$ cat src/inc/adcr_pkg.sv
// Constants for the converter channel control registers.
// Assumes a 32-bit word bus where byte address equals register index times four.
`default_nettype none
package adcr_pkg;
	localparam int DATA_W = 16;
	localparam int CODE_W = 10;
	localparam int N_IN = 8;
	localparam int N_OUT = 4;
	localparam logic [5:0] IDX_DAC_DATA0 = 6'h20;
	localparam logic [5:0] IDX_CTRL = 6'h28;
	localparam logic [5:0] IDX_STATUS = 6'h29;
	localparam logic [5:0] IDX_CLR_VAL0 = 6'h2F;
	localparam logic [5:0] IDX_SEL = 6'h37;
	localparam logic [5:0] IDX_RANGE = 6'h38;
	localparam logic [5:0] IDX_FORCE = 6'h39;
	localparam logic [5:0] IDX_SYNC = 6'h3A;
	localparam logic [15:0] RST_SEL = 16'h0000;
	localparam logic [15:0] RST_RANGE = 16'hFF00;
	localparam logic [15:0] RST_FORCE = 16'h0000;
	localparam logic [15:0] RST_SYNC = 16'h0000;
	localparam logic [9:0] RST_CODE = 10'h000;
	localparam logic [15:0] WM_SEL = 16'h7FE0;
	localparam logic [15:0] WM_RANGE = 16'hFF00;
	localparam logic [15:0] WM_FORCE = 16'h000F;
	localparam logic [15:0] WM_SYNC = 16'h000F;
	localparam logic [15:0] WM_CODE = 16'h03FF;
	localparam int SEL_POS [N_IN] = '{14, 13, 11, 10, 8, 7, 6, 5};
	localparam int RANGE_MSB = 15;
	localparam int CTRL_LOAD = 0;
	localparam int CTRL_CONV = 1;
	localparam int ST_BUSY = 0;
	localparam int ST_CH_LSB = 1;
	localparam int ST_PEND_LSB = 4;
endpackage
`default_nettype wire

$ cat src/inc/adcr_reg_if.sv
// Carrier between the bus slave and the register file.
// Assumes both ends run on sys_clk; commit is a one-cycle strobe.
`timescale 1ns/100ps
`default_nettype none
interface adcr_reg_if;
	logic commit;
	logic [5:0] idx;
	logic [15:0] wdata;
	logic [15:0] wmask;
	logic [15:0] rdata;
	modport slave (output commit, idx, wdata, wmask, input rdata);
	modport regs (input commit, idx, wdata, wmask, output rdata);
endinterface
`default_nettype wire

$ cat src/rtl/adcr_bus_slave.sv
// Avalon-MM slave front end with one wait state per access.
// Assumes a master that holds its request until waitrequest is seen low.
`timescale 1ns/100ps
`default_nettype none
module adcr_bus_slave (
	input wire logic sys_clk,
	input wire logic rst,
	input wire logic [7:0] avs_address,
	input wire logic avs_read,
	input wire logic avs_write,
	input wire logic [31:0] avs_writedata,
	input wire logic [3:0] avs_byteenable,
	output logic [31:0] avs_readdata,
	output logic avs_waitrequest,
	adcr_reg_if.slave regs
);
	typedef struct packed {
		logic ack;
		logic [15:0] rdata;
	} adcr_slv_type;
	adcr_slv_type st_r, st_nxt;

	always_comb begin
		st_nxt = st_r;
		st_nxt.ack = (avs_read | avs_write) & ~st_r.ack;
		if (avs_read & ~st_r.ack) begin
			st_nxt.rdata = regs.rdata;
		end
	end

	always_ff @(posedge sys_clk) begin
		if (rst) begin
			st_r <= '0;
		end else begin
			st_r <= st_nxt;
		end
	end

	assign avs_waitrequest = ~st_r.ack;
	assign avs_readdata = {16'h0000, st_r.rdata};
	assign regs.idx = avs_address[7:2];
	assign regs.wdata = avs_writedata[15:0];
	assign regs.wmask = {{8{avs_byteenable[1]}}, {8{avs_byteenable[0]}}};
	assign regs.commit = st_r.ack & avs_write;
endmodule
`default_nettype wire

$ cat src/rtl/adcr_dac_chan.sv
// One output channel: data holding, sync or async update, forced clear value.
// Assumes data_wr and load are one-cycle strobes on sys_clk.
`timescale 1ns/100ps
`default_nettype none
module adcr_dac_chan #(
	parameter int CODE_W = 10
) (
	input wire logic sys_clk,
	input wire logic rst,
	input wire logic data_wr,
	input wire logic [CODE_W-1:0] wdata,
	input wire logic [CODE_W-1:0] clear_value,
	input wire logic force_clear,
	input wire logic synchronous,
	input wire logic load,
	output logic [CODE_W-1:0] data,
	output logic [CODE_W-1:0] live,
	output logic [CODE_W-1:0] code,
	output logic pending
);
	typedef struct packed {
		logic [CODE_W-1:0] data;
		logic [CODE_W-1:0] live;
		logic [CODE_W-1:0] code;
		logic pending;
	} adcr_chan_type;
	adcr_chan_type st_r, st_nxt;

	always_comb begin
		st_nxt = st_r;
		if (load & synchronous & st_r.pending) begin
			st_nxt.live = st_r.data;
			st_nxt.pending = 1'b0;
		end
		if (data_wr) begin
			st_nxt.data = wdata;
			if (synchronous) begin
				st_nxt.pending = 1'b1;
			end else begin
				st_nxt.live = wdata;
				st_nxt.pending = 1'b0;
			end
		end
		st_nxt.code = force_clear ? clear_value : st_nxt.live;
	end

	always_ff @(posedge sys_clk) begin
		if (rst) begin
			st_r <= '0;
		end else begin
			st_r <= st_nxt;
		end
	end

	assign data = st_r.data;
	assign live = st_r.live;
	assign code = st_r.code;
	assign pending = st_r.pending;
endmodule
`default_nettype wire

$ cat src/rtl/adcr_top.sv
// Register file for input selection, input range, output clear forcing and update mode.
// Assumes an Avalon-MM master on sys_clk and a converter engine that consumes scan strobes.
`timescale 1ns/100ps
`default_nettype none
module adcr_top (
	input wire logic sys_clk,
	input wire logic rst,
	input wire logic [7:0] avs_address,
	input wire logic avs_read,
	input wire logic avs_write,
	input wire logic [31:0] avs_writedata,
	input wire logic [3:0] avs_byteenable,
	output logic [31:0] avs_readdata,
	output logic avs_waitrequest,
	output logic [7:0] input_select,
	output logic [7:0] input_range_double,
	output logic [3:0] output_force_clear,
	output logic [3:0] output_synchronous,
	output logic [3:0][9:0] dac_code,
	output logic conv_strobe,
	output logic [2:0] conv_channel,
	output logic conv_range_double
);
	typedef enum logic {
		S_IDLE,
		S_SCAN
	} adcr_scan_type;

	typedef struct packed {
		logic [15:0] sel;
		logic [15:0] range;
		logic [15:0] force_clr;
		logic [15:0] sync;
		logic [3:0][9:0] clrv;
		adcr_scan_type scan;
		logic [2:0] ch;
		logic load;
		logic strobe;
		logic [2:0] strobe_ch;
		logic strobe_rng;
	} adcr_top_type;

	adcr_top_type st_r, st_nxt;
	adcr_reg_if bus ();

	logic [3:0][9:0] dac_data;
	logic [3:0][9:0] dac_live;
	logic [3:0] dac_pending;
	logic [3:0] dac_wr;
	logic [9:0] wcode;
	logic start;
	logic cur_sel;
	logic cur_rng;

	////////////////////////////////////////////////////////////////////////////////
	// Bus front end.

	adcr_bus_slave u_slave (
		.sys_clk(sys_clk),
		.rst(rst),
		.avs_address(avs_address),
		.avs_read(avs_read),
		.avs_write(avs_write),
		.avs_writedata(avs_writedata),
		.avs_byteenable(avs_byteenable),
		.avs_readdata(avs_readdata),
		.avs_waitrequest(avs_waitrequest),
		.regs(bus.slave)
	);

	// Merges the enabled byte lanes of a write into the writable bits only.
	function automatic logic [15:0] adcr_merge(
		input logic [15:0] old,
		input logic [15:0] wd,
		input logic [15:0] wm,
		input logic [15:0] regm
	);
		logic [15:0] m;
		m = wm & regm;
		return (old & ~m) | (wd & m);
	endfunction

	assign wcode = bus.wdata[9:0];
	assign start = bus.commit & (bus.idx == adcr_pkg::IDX_CTRL)
		& bus.wdata[adcr_pkg::CTRL_CONV] & bus.wmask[adcr_pkg::CTRL_CONV];

	property p_wait_one;
		@(posedge sys_clk) disable iff (rst)
		(avs_read || avs_write) && avs_waitrequest |=> !avs_waitrequest;
	endproperty
	a_wait_one: assert property (p_wait_one) else $error("bus request not answered after one wait state");

	property p_sel_read;
		@(posedge sys_clk) disable iff (rst)
		avs_read && avs_waitrequest && bus.idx == adcr_pkg::IDX_SEL
			|=> avs_readdata == {16'h0000, $past(st_r.sel)};
	endproperty
	a_sel_read: assert property (p_sel_read) else $error("select register read back wrong");

	property p_force_read;
		@(posedge sys_clk) disable iff (rst)
		avs_read && avs_waitrequest && bus.idx == adcr_pkg::IDX_FORCE
			|=> avs_readdata == {28'h0000000, $past(output_force_clear)};
	endproperty
	a_force_read: assert property (p_force_read) else $error("clear register read back wrong");

	////////////////////////////////////////////////////////////////////////////////
	// Register writes and the scan sequencer.

	always_comb begin
		logic [15:0] tmp;
		tmp = 16'h0000;
		st_nxt = st_r;
		st_nxt.load = 1'b0;
		st_nxt.strobe = 1'b0;
		if (bus.commit) begin
			case (bus.idx)
				adcr_pkg::IDX_SEL: begin
					st_nxt.sel = adcr_merge(st_r.sel, bus.wdata, bus.wmask, adcr_pkg::WM_SEL);
				end
				adcr_pkg::IDX_RANGE: begin
					st_nxt.range = adcr_merge(st_r.range, bus.wdata, bus.wmask, adcr_pkg::WM_RANGE);
				end
				adcr_pkg::IDX_FORCE: begin
					st_nxt.force_clr = adcr_merge(st_r.force_clr, bus.wdata, bus.wmask, adcr_pkg::WM_FORCE);
				end
				adcr_pkg::IDX_SYNC: begin
					st_nxt.sync = adcr_merge(st_r.sync, bus.wdata, bus.wmask, adcr_pkg::WM_SYNC);
				end
				adcr_pkg::IDX_CTRL: begin
					st_nxt.load = bus.wdata[adcr_pkg::CTRL_LOAD] & bus.wmask[adcr_pkg::CTRL_LOAD];
				end
				default: begin
				end
			endcase
			for (int i = 0; i < adcr_pkg::N_OUT; i++) begin
				if (bus.idx == adcr_pkg::IDX_CLR_VAL0 + 6'(i)) begin
					tmp = adcr_merge({6'h00, st_r.clrv[i]}, bus.wdata, bus.wmask, adcr_pkg::WM_CODE);
					st_nxt.clrv[i] = tmp[9:0];
				end
			end
		end
		case (st_r.scan)
			S_IDLE: begin
				if (start) begin
					st_nxt.scan = S_SCAN;
					st_nxt.ch = 3'h0;
				end
			end
			S_SCAN: begin
				st_nxt.strobe = cur_sel;
				st_nxt.strobe_ch = st_r.ch;
				st_nxt.strobe_rng = cur_rng;
				st_nxt.ch = st_r.ch + 3'h1;
				if (st_r.ch == 3'h7) begin
					st_nxt.scan = S_IDLE;
				end
			end
			default: begin
				st_nxt.scan = S_IDLE;
			end
		endcase
	end

	always_ff @(posedge sys_clk) begin
		if (rst) begin
			st_r <= '0;
			st_r.sel <= adcr_pkg::RST_SEL;
			st_r.range <= adcr_pkg::RST_RANGE;
			st_r.force_clr <= adcr_pkg::RST_FORCE;
			st_r.sync <= adcr_pkg::RST_SYNC;
			st_r.clrv <= {4{adcr_pkg::RST_CODE}};
		end else begin
			st_r <= st_nxt;
		end
	end

	////////////////////////////////////////////////////////////////////////////////
	// Read mux; unmapped indices read as zero.

	always_comb begin
		bus.rdata = 16'h0000;
		case (bus.idx)
			adcr_pkg::IDX_SEL: bus.rdata = st_r.sel;
			adcr_pkg::IDX_RANGE: bus.rdata = st_r.range;
			adcr_pkg::IDX_FORCE: bus.rdata = st_r.force_clr;
			adcr_pkg::IDX_SYNC: bus.rdata = st_r.sync;
			adcr_pkg::IDX_STATUS: begin
				bus.rdata[adcr_pkg::ST_BUSY] = (st_r.scan == S_SCAN);
				bus.rdata[adcr_pkg::ST_CH_LSB +: 3] = st_r.ch;
				bus.rdata[adcr_pkg::ST_PEND_LSB +: 4] = dac_pending;
			end
			default: begin
			end
		endcase
		for (int i = 0; i < adcr_pkg::N_OUT; i++) begin
			if (bus.idx == adcr_pkg::IDX_DAC_DATA0 + 6'(i)) begin
				bus.rdata = {6'h00, dac_data[i]};
			end
			if (bus.idx == adcr_pkg::IDX_CLR_VAL0 + 6'(i)) begin
				bus.rdata = {6'h00, st_r.clrv[i]};
			end
		end
	end

	////////////////////////////////////////////////////////////////////////////////
	// Input fields and scan outputs.

	for (genvar i = 0; i < adcr_pkg::N_IN; i++) begin : g_in
		assign input_select[i] = st_r.sel[adcr_pkg::SEL_POS[i]];
		assign input_range_double[i] = st_r.range[adcr_pkg::RANGE_MSB - i];
	end

	assign cur_sel = input_select[st_r.ch];
	assign cur_rng = input_range_double[st_r.ch];
	assign conv_strobe = st_r.strobe;
	assign conv_channel = st_r.strobe_ch;
	assign conv_range_double = st_r.strobe_rng;
	assign output_force_clear = st_r.force_clr[3:0];
	assign output_synchronous = st_r.sync[3:0];

	property p_scan_pick;
		@(posedge sys_clk) disable iff (rst)
		st_r.scan == S_SCAN |=> conv_strobe == $past(cur_sel) && conv_channel == $past(st_r.ch);
	endproperty
	a_scan_pick: assert property (p_scan_pick) else $error("scan strobe does not follow select bit");

	property p_scan_len;
		@(posedge sys_clk) disable iff (rst)
		$rose(st_r.scan == S_SCAN) |-> (st_r.scan == S_SCAN)[*8] ##1 (st_r.scan == S_IDLE);
	endproperty
	a_scan_len: assert property (p_scan_len) else $error("scan does not cover eight inputs");

	property p_sel_reset;
		@(posedge sys_clk) rst |=> st_r.sel == 16'h0000 && input_select == 8'h00;
	endproperty
	a_sel_reset: assert property (p_sel_reset) else $error("select register reset value wrong");

	property p_range_scan;
		@(posedge sys_clk) disable iff (rst)
		conv_strobe |-> conv_range_double == $past(cur_rng);
	endproperty
	a_range_scan: assert property (p_range_scan) else $error("range flag does not follow range bit");

	property p_range_reset;
		@(posedge sys_clk) rst |=> input_range_double == 8'hFF && st_r.range == 16'hFF00;
	endproperty
	a_range_reset: assert property (p_range_reset) else $error("range register reset value wrong");

	property p_force_reset;
		@(posedge sys_clk) rst |=> output_force_clear == 4'h0 && st_r.force_clr == 16'h0000;
	endproperty
	a_force_reset: assert property (p_force_reset) else $error("clear register reset value wrong");

	property p_sync_reset;
		@(posedge sys_clk) rst |=> output_synchronous == 4'h0 && st_r.sync == 16'h0000;
	endproperty
	a_sync_reset: assert property (p_sync_reset) else $error("update mode reset value wrong");

	property p_reserved;
		@(posedge sys_clk) disable iff (rst)
		bus.commit && bus.idx == adcr_pkg::IDX_RANGE |=> st_r.range[7:0] == 8'h00 && st_r.sync[15:4] == 12'h000;
	endproperty
	a_reserved: assert property (p_reserved) else $error("reserved bits took a written value");

	property p_sel_reserved;
		@(posedge sys_clk) disable iff (rst)
		bus.commit && bus.idx == adcr_pkg::IDX_SEL |=> st_r.sel[15] == 1'b0 && st_r.sel[4:0] == 5'h00;
	endproperty
	a_sel_reserved: assert property (p_sel_reserved) else $error("reserved select bits took a value");

	property p_strobe_in_scan;
		@(posedge sys_clk) disable iff (rst)
		st_r.scan != S_SCAN |=> !conv_strobe;
	endproperty
	a_strobe_in_scan: assert property (p_strobe_in_scan) else $error("scan strobe outside a scan");

	property p_load_pulse;
		@(posedge sys_clk) disable iff (rst)
		st_r.load |=> !st_r.load;
	endproperty
	a_load_pulse: assert property (p_load_pulse) else $error("load trigger longer than one cycle");

	////////////////////////////////////////////////////////////////////////////////
	// Output channels.

	for (genvar i = 0; i < adcr_pkg::N_OUT; i++) begin : g_out
		assign dac_wr[i] = bus.commit & (bus.idx == adcr_pkg::IDX_DAC_DATA0 + 6'(i));

		adcr_dac_chan #(
			.CODE_W(adcr_pkg::CODE_W)
		) u_chan (
			.sys_clk(sys_clk),
			.rst(rst),
			.data_wr(dac_wr[i]),
			.wdata(wcode),
			.clear_value(st_r.clrv[i]),
			.force_clear(output_force_clear[i]),
			.synchronous(output_synchronous[i]),
			.load(st_r.load),
			.data(dac_data[i]),
			.live(dac_live[i]),
			.code(dac_code[i]),
			.pending(dac_pending[i])
		);

		property p_forced;
			@(posedge sys_clk) disable iff (rst)
			output_force_clear[i] |=> dac_code[i] == $past(st_r.clrv[i]);
		endproperty
		a_forced: assert property (p_forced) else $error("forced output not at clear value");

		property p_normal;
			@(posedge sys_clk) disable iff (rst)
			!output_force_clear[i] && !dac_wr[i] && !st_r.load |=> dac_code[i] == $past(dac_live[i]);
		endproperty
		a_normal: assert property (p_normal) else $error("unforced output not at data value");

		property p_async;
			@(posedge sys_clk) disable iff (rst)
			dac_wr[i] && !output_synchronous[i] && !output_force_clear[i] |=> dac_code[i] == $past(wcode);
		endproperty
		a_async: assert property (p_async) else $error("asynchronous write did not update output");

		property p_load_only_written;
			@(posedge sys_clk) disable iff (rst)
			!dac_wr[i] && (!st_r.load || !dac_pending[i]) |=> dac_live[i] == $past(dac_live[i]);
		endproperty
		a_load_only_written: assert property (p_load_only_written) else $error("output changed without cause");

		property p_load_applies;
			@(posedge sys_clk) disable iff (rst)
			st_r.load && output_synchronous[i] && dac_pending[i] |=> dac_live[i] == $past(dac_data[i]);
		endproperty
		a_load_applies: assert property (p_load_applies) else $error("load did not apply pending data");
	end
endmodule
`default_nettype wire

$ cat config.mk
export PLATFORM = sky130hd
export DESIGN_NAME = adcr_top
export DESIGN_NICKNAME = d
export VERILOG_FILES = /design/src/inc/adcr_pkg.sv /design/src/inc/adcr_reg_if.sv /design/src/rtl/adcr_bus_slave.sv /design/src/rtl/adcr_dac_chan.sv /design/src/rtl/adcr_top.sv
export SDC_FILE = /design/constraint.sdc
export NUM_CORES = 1
export LEC_CHECK = 0
export CORE_ASPECT_RATIO = 0.75
export CORE_MARGIN = 4
export CORE_UTILIZATION = 45
export CTS_CLUSTER_DIAMETER = 150
export DETAILED_ROUTE_END_ITERATION = 7
export DONT_BUFFER_PORTS = 1
export HOLD_SLACK_MARGIN = 0.12
export PLACE_DENSITY_LB_ADDON = 0.15
export SLEW_MARGIN = 5
export SYNTH_ARGS = -nofsm -noshare
export SYNTH_HDL_FRONTEND = slang
export SYNTH_HIERARCHICAL = 1
export SYNTH_SLANG_ARGS = --single-unit
export TNS_END_PERCENT = 50
$ cat constraint.sdc
create_clock -name sys_clk -period 2.61 [get_ports sys_clk]
set_input_delay 0.3915 -clock sys_clk [delete_from_list [all_inputs] [get_ports sys_clk]]
set_output_delay 0.3915 -clock sys_clk [all_outputs]
set_load 0.005 [all_outputs]
==> metrics.md, run 1 <==
| Metric | Value |
|---|---|
| Status | complete, no violations |
| WL final | 34500 um |
| RR Startpoint | u_slave/st_r[16] |
| CP Data Arrival Time | 2.89 ns |
| Ys async rst share | 0 |
| Grt total ovfl | 0 |
| Slew @ Worst Pin | 0.831 ns |
| Share of the synthesized area in the top cell type | 0.403 |
| Vias post-DR | 9224 |
| Setup_tns | 0 ns |
| Clock sinks | 217 |
| Most common cell after layout, fill and taps aside | dfxtp_1 |
| Largest net degree at the start of global routing | 123 |
| Hold Crit Class | input pin to flop |
| Pint | 5160 uW |
| CTS HTree Levels | 1 |
| Avg Inst Size Synth | 8.76 um2 |
| CTS clk-pin slew, worst paths | 0.06 ns |
| TritonCTS Buffers | 23 |
| Cell Rows | 48 |
| Top_reg_cell synth | dfxtp_1 |
| EDFF count, synth | 0 |
| RSZ-0062 raised after global routing | false |
| First-pass GRT wire length | 51700 um |
| Vias in the first global route | 8481 |
| DP Worst Slack | 0.269 ns |
| Die H | 142 um |
| Cell taking the most area after synthesis | dfxtp_1 |
| Crit-path slowest cell | dlygate4sd3_1 |
| I/O Pins | 150 |
| DRC | 0 |
| Beginning of the worst hold path | avs_byteenable[1] |
| CP bufs+invs | 3 |
| Root Buffer | clkbuf_16 |
| Post-route ant nets | 0 |
| Hold Worst Slack | 0.129 ns |
| Maximum Capacitance Violations | 0 |
| Number of library cell types mapped by synthesis | 70 |
| HPWL after detailed placement | 21300 um |
| CP delay by family, top | buffers and inverters |
| Crit Path Max Fanout | 11 |
| Initial antenna violation count | 0 |
| Clock share of power | 0.461 |
| CP Launch Type | flop |
| Port-buffer cells | 0 |
| TritonCTS clock tree | built |
| Fmax | 0.402 GHz |
| Global placement routability congestion | 0.893 |
| CP startpoint | u_slave/st_r[16] |
| Die area | 0.0265 mm2 |
| Total Power | 6630 uW |
| CTS Buffer Depth | 3 |
| Worst EP required | 3.01 ns |
| Largest cells by area after synthesis | dfxtp_1 40%, buf_4 7.6%, nand2_1 5.5% |
| Sequential area share after synthesis | 0.403 |
| Post-synthesis cell area | 0.0108 mm2 |
| Register share of total power | 0.502 |
| Kind of critical path | flop to flop |
| Power per standard cell area | 550 mW/mm2 |
| Fin crit period | 2.49 ns |
| Psw | 1460 uW |
| Syn Inst Count | 1231 |
| GRT Total Usage | 0.247 |
| Logic pwr share | 0.037 |
| Final hold violation count | 0 |
| Worst stage delay on the critical path | 0.59 ns |
| Max Clock Skew | 0.0129 ns |
| VDD IR max | 0.000418 V |
| Chip width | 187 um |
| Final Cycle Share | 0.954 |
| Slew HR | 0.444 |
| Area Growth Syn to Fin | 11.8% |
| Layout Nets | 1280 |
| Core Box Area | 0.0233 mm2 |
| Vias per cell | 5.98 |
| Most frequent cells in the layout | 217 x dfxtp_1, 159 x nand2_1, 110 x nor2_1 |
| Max Slew Vio Count | 0 |
| WL/cell | 22.4 um |
| Final worst setup slack | 0.120 ns |
| Register bit total from synthesis | 217 |
| LEAKAGE | 0.00449 uW |
| DR pass1 iterations | 6 |
| Initial Util | 0.463 |
| Yosys Warn Count | 6 |
| Worst-Skew Late Latency | 0.51 ns |
| Sw Ratio | 0.221 |
| Initial DRC Count | 859 |
| CP endpoint kind | flop |
| Cell Chain, Critical Path | and2_1 -> clkinvlp_4 -> nor4_2 -> buf_4 -> nand2_1 -> mux2i_1 -> nor2_1 -> dlygate4sd3_1 |
| # setup viols final | 0 |
| Share of cells above drive strength 1 | 0.0878 |
Yosys cell counts, types with 13 or more instances:
cell type,number
nor2_1,110
o22a_1,33
nor3_1,29
a311oi_1,28
clkbuf_1,37
a21oi_1,87
nand4bb_1,16
buf_2,17
nand3_1,48
dfxtp_1,217
nand2_1,159
buf_4,109
nand2b_1,44
mux2i_1,58
and3_1,13
a22oi_1,14
power groups by stage:
| stage | Sequential, uW | Clock, uW | Combinational [uW] |
|---|---|---|---|
| after global placement | 3400 | 0 | 134 |
| after detailed placement | 3400 | 0 | 134 |
| final | 3330 | 3060 | 243 |
| after floorplan | 3400 | 0 | 261 |
| after global routing | 3330 | 3270 | 257 |
| after CTS | 3330 | 3110 | 234 |
per-layer routing:
layer / track usage / share of wire
met1: 0.359 / 0.45
met5: 0 / 0
met4: 0.0537 / 0.023
met2: 0.360 / 0.41
met3: 0.0765 / 0.11
per-stage QoR:
stage / util / cells / instance area (um2)
4_1_cts: 0.516 / 1540 / 12000
3_5_place_dp: 0.441 / 1398 / 10300
6_report: 0.517 / 1543 / 12100
2_1_floorplan: - / 1246 / 10800
3_3_place_gp: 0.441 / 1398 / 10300
5_1_grt: 0.517 / 1542 / 12100
kinds of logic (layout without fill, tap and decap cells):
group	after synthesis	after routing	share of synthesized area
multiplexers	62	62	0.0622
flip-flops	217	217	0.403
AND/OR/NAND/NOR	476	476	0.227
other	1	17	0.000348
adder cells (fa/ha/maj)	2	2	0.00232
buffers and inverters	182	178	0.110
AO/OA/AOI/OAI	291	291	0.196
cell type report:
cell class / count / area [um2]
diodes: 1 / 2.50
fillers: 2234 / 11200
well taps: 300 / 375
multi-input cells: 847 / 5320
inverters: 7 / 30.0
clock inverters: 2 / 10.0
repair buffers: 134 / 1300
clock buffers: 35 / 671
flip-flops and latches: 217 / 4340
timing repair:
action                                  CTS  global route
hold endpoints to repair                217             0
hold buffers                            105             0
setup buffers                             0             2
endpoints found under the setup margin    0             7
gates resized for setup                   0             2
path summary, 6_finish.rpt:
check | to | slack [ns] | depth (start not counted)
max | flop | 0.12 | 8
min | flop | 0.13 | 2
max reg2reg | flop | 0.12 | 8
min reg2reg | flop | 0.46 | 2
worst register-to-register path, cell delays in order (launching register included):
cell and delay, ns:
dfxtp_1 0.33, and2_1 0.33, clkinvlp_4 0.30, nor4_2 0.30
buf_4 0.24, nand2_1 0.09, mux2i_1 0.15, nor2_1 0.06
dlygate4sd3_1 0.59
Power figures use the tool's default switching activity.
==> run 2, diff against run 1 <==
- CTS_BUF_LIST: default -> sky130_fd_sc_hd__clkbuf_8 sky130_fd_sc_hd__clkbuf_16
- clock period: 2.61 -> 2.15 ns (I/O delays scaled with it)
==> run 2 against run 1 <==
The run now ends with hold timing left; count of clock-buffer cells in the layout down 6; clock skew decreased by 0.00065 ns; worst hold slack got worse by 0.21 ns; cell count up 2.7%; flip-flop and latch count unchanged; via count rose by 0.78%; core utilization grew 1.9 points; wire length is 1.3% lower; sequential power increased by 21%; first-iteration DRC count up 4.0%; largest power group unchanged.
==> metrics.md, run 2 (synthesis gave the netlist of run 1 again) <==
| Metric | Value |
|---|---|
| Status | finished with violations |
| Failing checks | hold timing |
| Most frequent cells in the layout | 216 x dfxtp_1, 159 x nand2_1, 125 x dlygate4sd3_1 |
| Final worst setup slack | 0.0255 ns (-0.0940 ns) |
| Kind of critical path | flop to flop |
| CP endpoint kind | flop |
| LEAKAGE | 0.00474 uW (+5.6%) |
| TritonCTS clock tree | built |
| Initial Util | 0.463 (unchanged) |
| Largest net degree at the start of global routing | 238 (+93%) |
| CTS clk-pin slew, worst paths | 0.07 ns (about the same) |
| Fmax | 0.471 GHz (+17%) |
| Total Power | 7990 uW (+21%) |
| Port-buffer cells | 0 (unchanged) |
| Final hold violation count | 26 (+26) |
| Global placement routability congestion | 0.902 (+0.95%) |
| HPWL after detailed placement | 21800 um (+2.2%) |
| Placed inst area | 0.0105 mm2 (+2.0%) |
| Hold Crit Class | input pin to flop |
| Final Cycle Share | 0.988 (+0.0339) |
| Vias per cell | 5.86 (-1.9%) |
| CP Data Arrival Time | 2.52 ns (-0.37 ns) |
| Final instance area | 0.0125 mm2 (+3.6%) |
| Die H | 142 um (unchanged) |
| Filler cell count | 2204 (-1.3%) |
| Max Slew Vio Count | 0 (unchanged) |
| Share of cells above drive strength 1 | 0.112 (+0.0243) |
| TritonCTS Buffers | 23 (unchanged) |
| First-pass GRT wire length | 51100 um (-1.2%) |
| CTS Buffer Depth | 3 (unchanged) |
| Root Buffer | clkbuf_16 |
| Grt total ovfl | 0 (unchanged) |
| Maximum Capacitance Violations | 0 (unchanged) |
| Vias in the first global route | 8687 (+2.4%) |
| Post-route ant nets | 0 (unchanged) |
| Crit Path Max Fanout | 10 (-1) |
| WL final | 34100 um (-1.3%) |
| Initial antenna violation count | 0 (unchanged) |
| Clock sinks | 217 (unchanged) |
| Cell Rows | 48 (unchanged) |
| Slew HR | 0.351 (-0.0927) |
| Chip width | 187 um (unchanged) |
| DP Worst Slack | -0.0405 ns (-0.310 ns) |
| DRC | 0 (unchanged) |
| Die area | 0.0265 mm2 (unchanged) |
| Max Clock Skew | 0.0122 ns (-0.000648 ns) |
| Antenna diodes | 0 (-1) |
| CP dominant cell by count | buf_4 |
| Worst-Skew Late Latency | 0.51 ns (about the same) |
| I/O Pins | 150 (unchanged) |
| Slew @ Worst Pin | 0.970 ns (+0.139 ns) |
| Vias post-DR | 9296 (+0.78%) |
| GRT Total Usage | 0.240 (-0.00691) |
| VDD IR max | 0.000461 V (+10%) |
| DR pass1 iterations | 5 (-1) |
| Hold Worst Slack | -0.0848 ns (-0.213 ns) |
| Layout Nets | 1324 (+3.4%) |
| CTS HTree Levels | 1 (unchanged) |
| Fin crit period | 2.12 ns (-0.366 ns) |
| Area Growth Syn to Fin | 15.8% |
| Cell Chain, Critical Path | and2_1 -> inv_2 -> buf_4 -> nor3_2 -> buf_4 -> nand2_1 -> mux2i_1 -> nor2_1 -> dlygate4sd3_1 |
| Initial DRC Count | 893 (+4.0%) |
| WL/cell | 21.5 um (-3.9%) |
| CP Launch Type | flop |
| Core Box Area | 0.0233 mm2 (unchanged) |
| Power per standard cell area | 640 mW/mm2 (+16%) |
| Most common cell after layout, fill and taps aside | dfxtp_1 |
| CP bufs+invs | 4 (+1) |
| Worst stage delay on the critical path | 0.55 ns (-0.04 ns) |
| Worst EP required | 2.55 ns (-0.46 ns) |
| Crit-path slowest cell | dlygate4sd3_1 |
| # setup viols final | 0 (unchanged) |
| CP delay by family, top | buffers and inverters |
==> run 2: cell types whose count changed in the layout (fill, tap and decap cells not counted), moves of 2 or more <==
cell / change
inv_1: +5
and3_2: +3
nor2_4: +2
and3_1: -3
clkbuf_1: -7
buf_6: +2
nor2b_2: +2
nor2_1: -2
nor2b_1: -2
buf_4: +20
dlygate4sd3_1: +21
==> run 2: per-stage QoR <==
| stage | hold slack (ns) | util | TNS (ns) | cells |
|---|---|---|---|---|
| CTS | -0.115 | 0.527 | 0 | 1569 |
| global placement | 0.422 | 0.450 | -0.0831 | 1422 |
| floorplan | 0.395 | - | 0 | 1246 |
| finish | -0.0848 | 0.536 | 0 | 1585 |
| detailed placement | 0.418 | 0.450 | -0.0871 | 1422 |
| global route | -0.0964 | 0.536 | -0.0490 | 1585 |
==> run 2: final timing paths <==
check                         from                      end  slack [ns]  cells past startpoint
hold reg to reg               flop                     flop        0.46                      2
setup / recovery  u_slave/st_r[16]                     flop        0.03                      9
setup reg to reg  u_slave/st_r[16]                     flop        0.03                      9
hold / removal                 rst  g_out[0].u_chan/live[6]       -0.08                      1
==> run 2: final cells by class <==
| type | count | area [um2] | share of cell area |
|---|---|---|---|
| multi-input cells | 847 | 5370 | 0.430 |
| inverters | 7 | 26.3 | 0.00210 |
| clock buffers | 29 | 658 | 0.0527 |
| well taps | 300 | 375 | 0.0301 |
| repair buffers | 178 | 1690 | 0.135 |
| flip-flops and latches | 217 | 4350 | 0.348 |
| clock inverters | 7 | 28.8 | 0.00230 |
==> run 2: what timing repair did <==
| action | in CTS | in global routing |
|---|---|---|
| gates resized for setup | 0 | 15 |
| endpoints found under the setup margin | 0 | 41 |
| hold buffers | 111 | 15 |
| hold endpoints to repair | 217 | 120 |
| buffers inserted | 0 | 1 |
==> run 2: worst reg2reg max path: stages (launching register included) <==
cell,delay (ns)
dfxtp_1,0.32
and2_1,0.19
inv_2,0.08
buf_4,0.17
nor3_2,0.19
buf_4,0.20
nand2_1,0.08
mux2i_1,0.17
nor2_1,0.06
dlygate4sd3_1,0.55
==> run 2: report_power, final <==
group	switching [uW]	internal, uW
logic	131	111
registers	8.25	4030
clock network	1580	2120
total	1720	6270
==> run 2: metal layers <==
layer	up-vias	GRT usage	share of wire
li1	4377	-	-
met1	4491	0.346	0.46
met2	374	0.356	0.42
met3	54	0.0692	0.10
met4	0	0.0560	0.022
met5	-	0	0
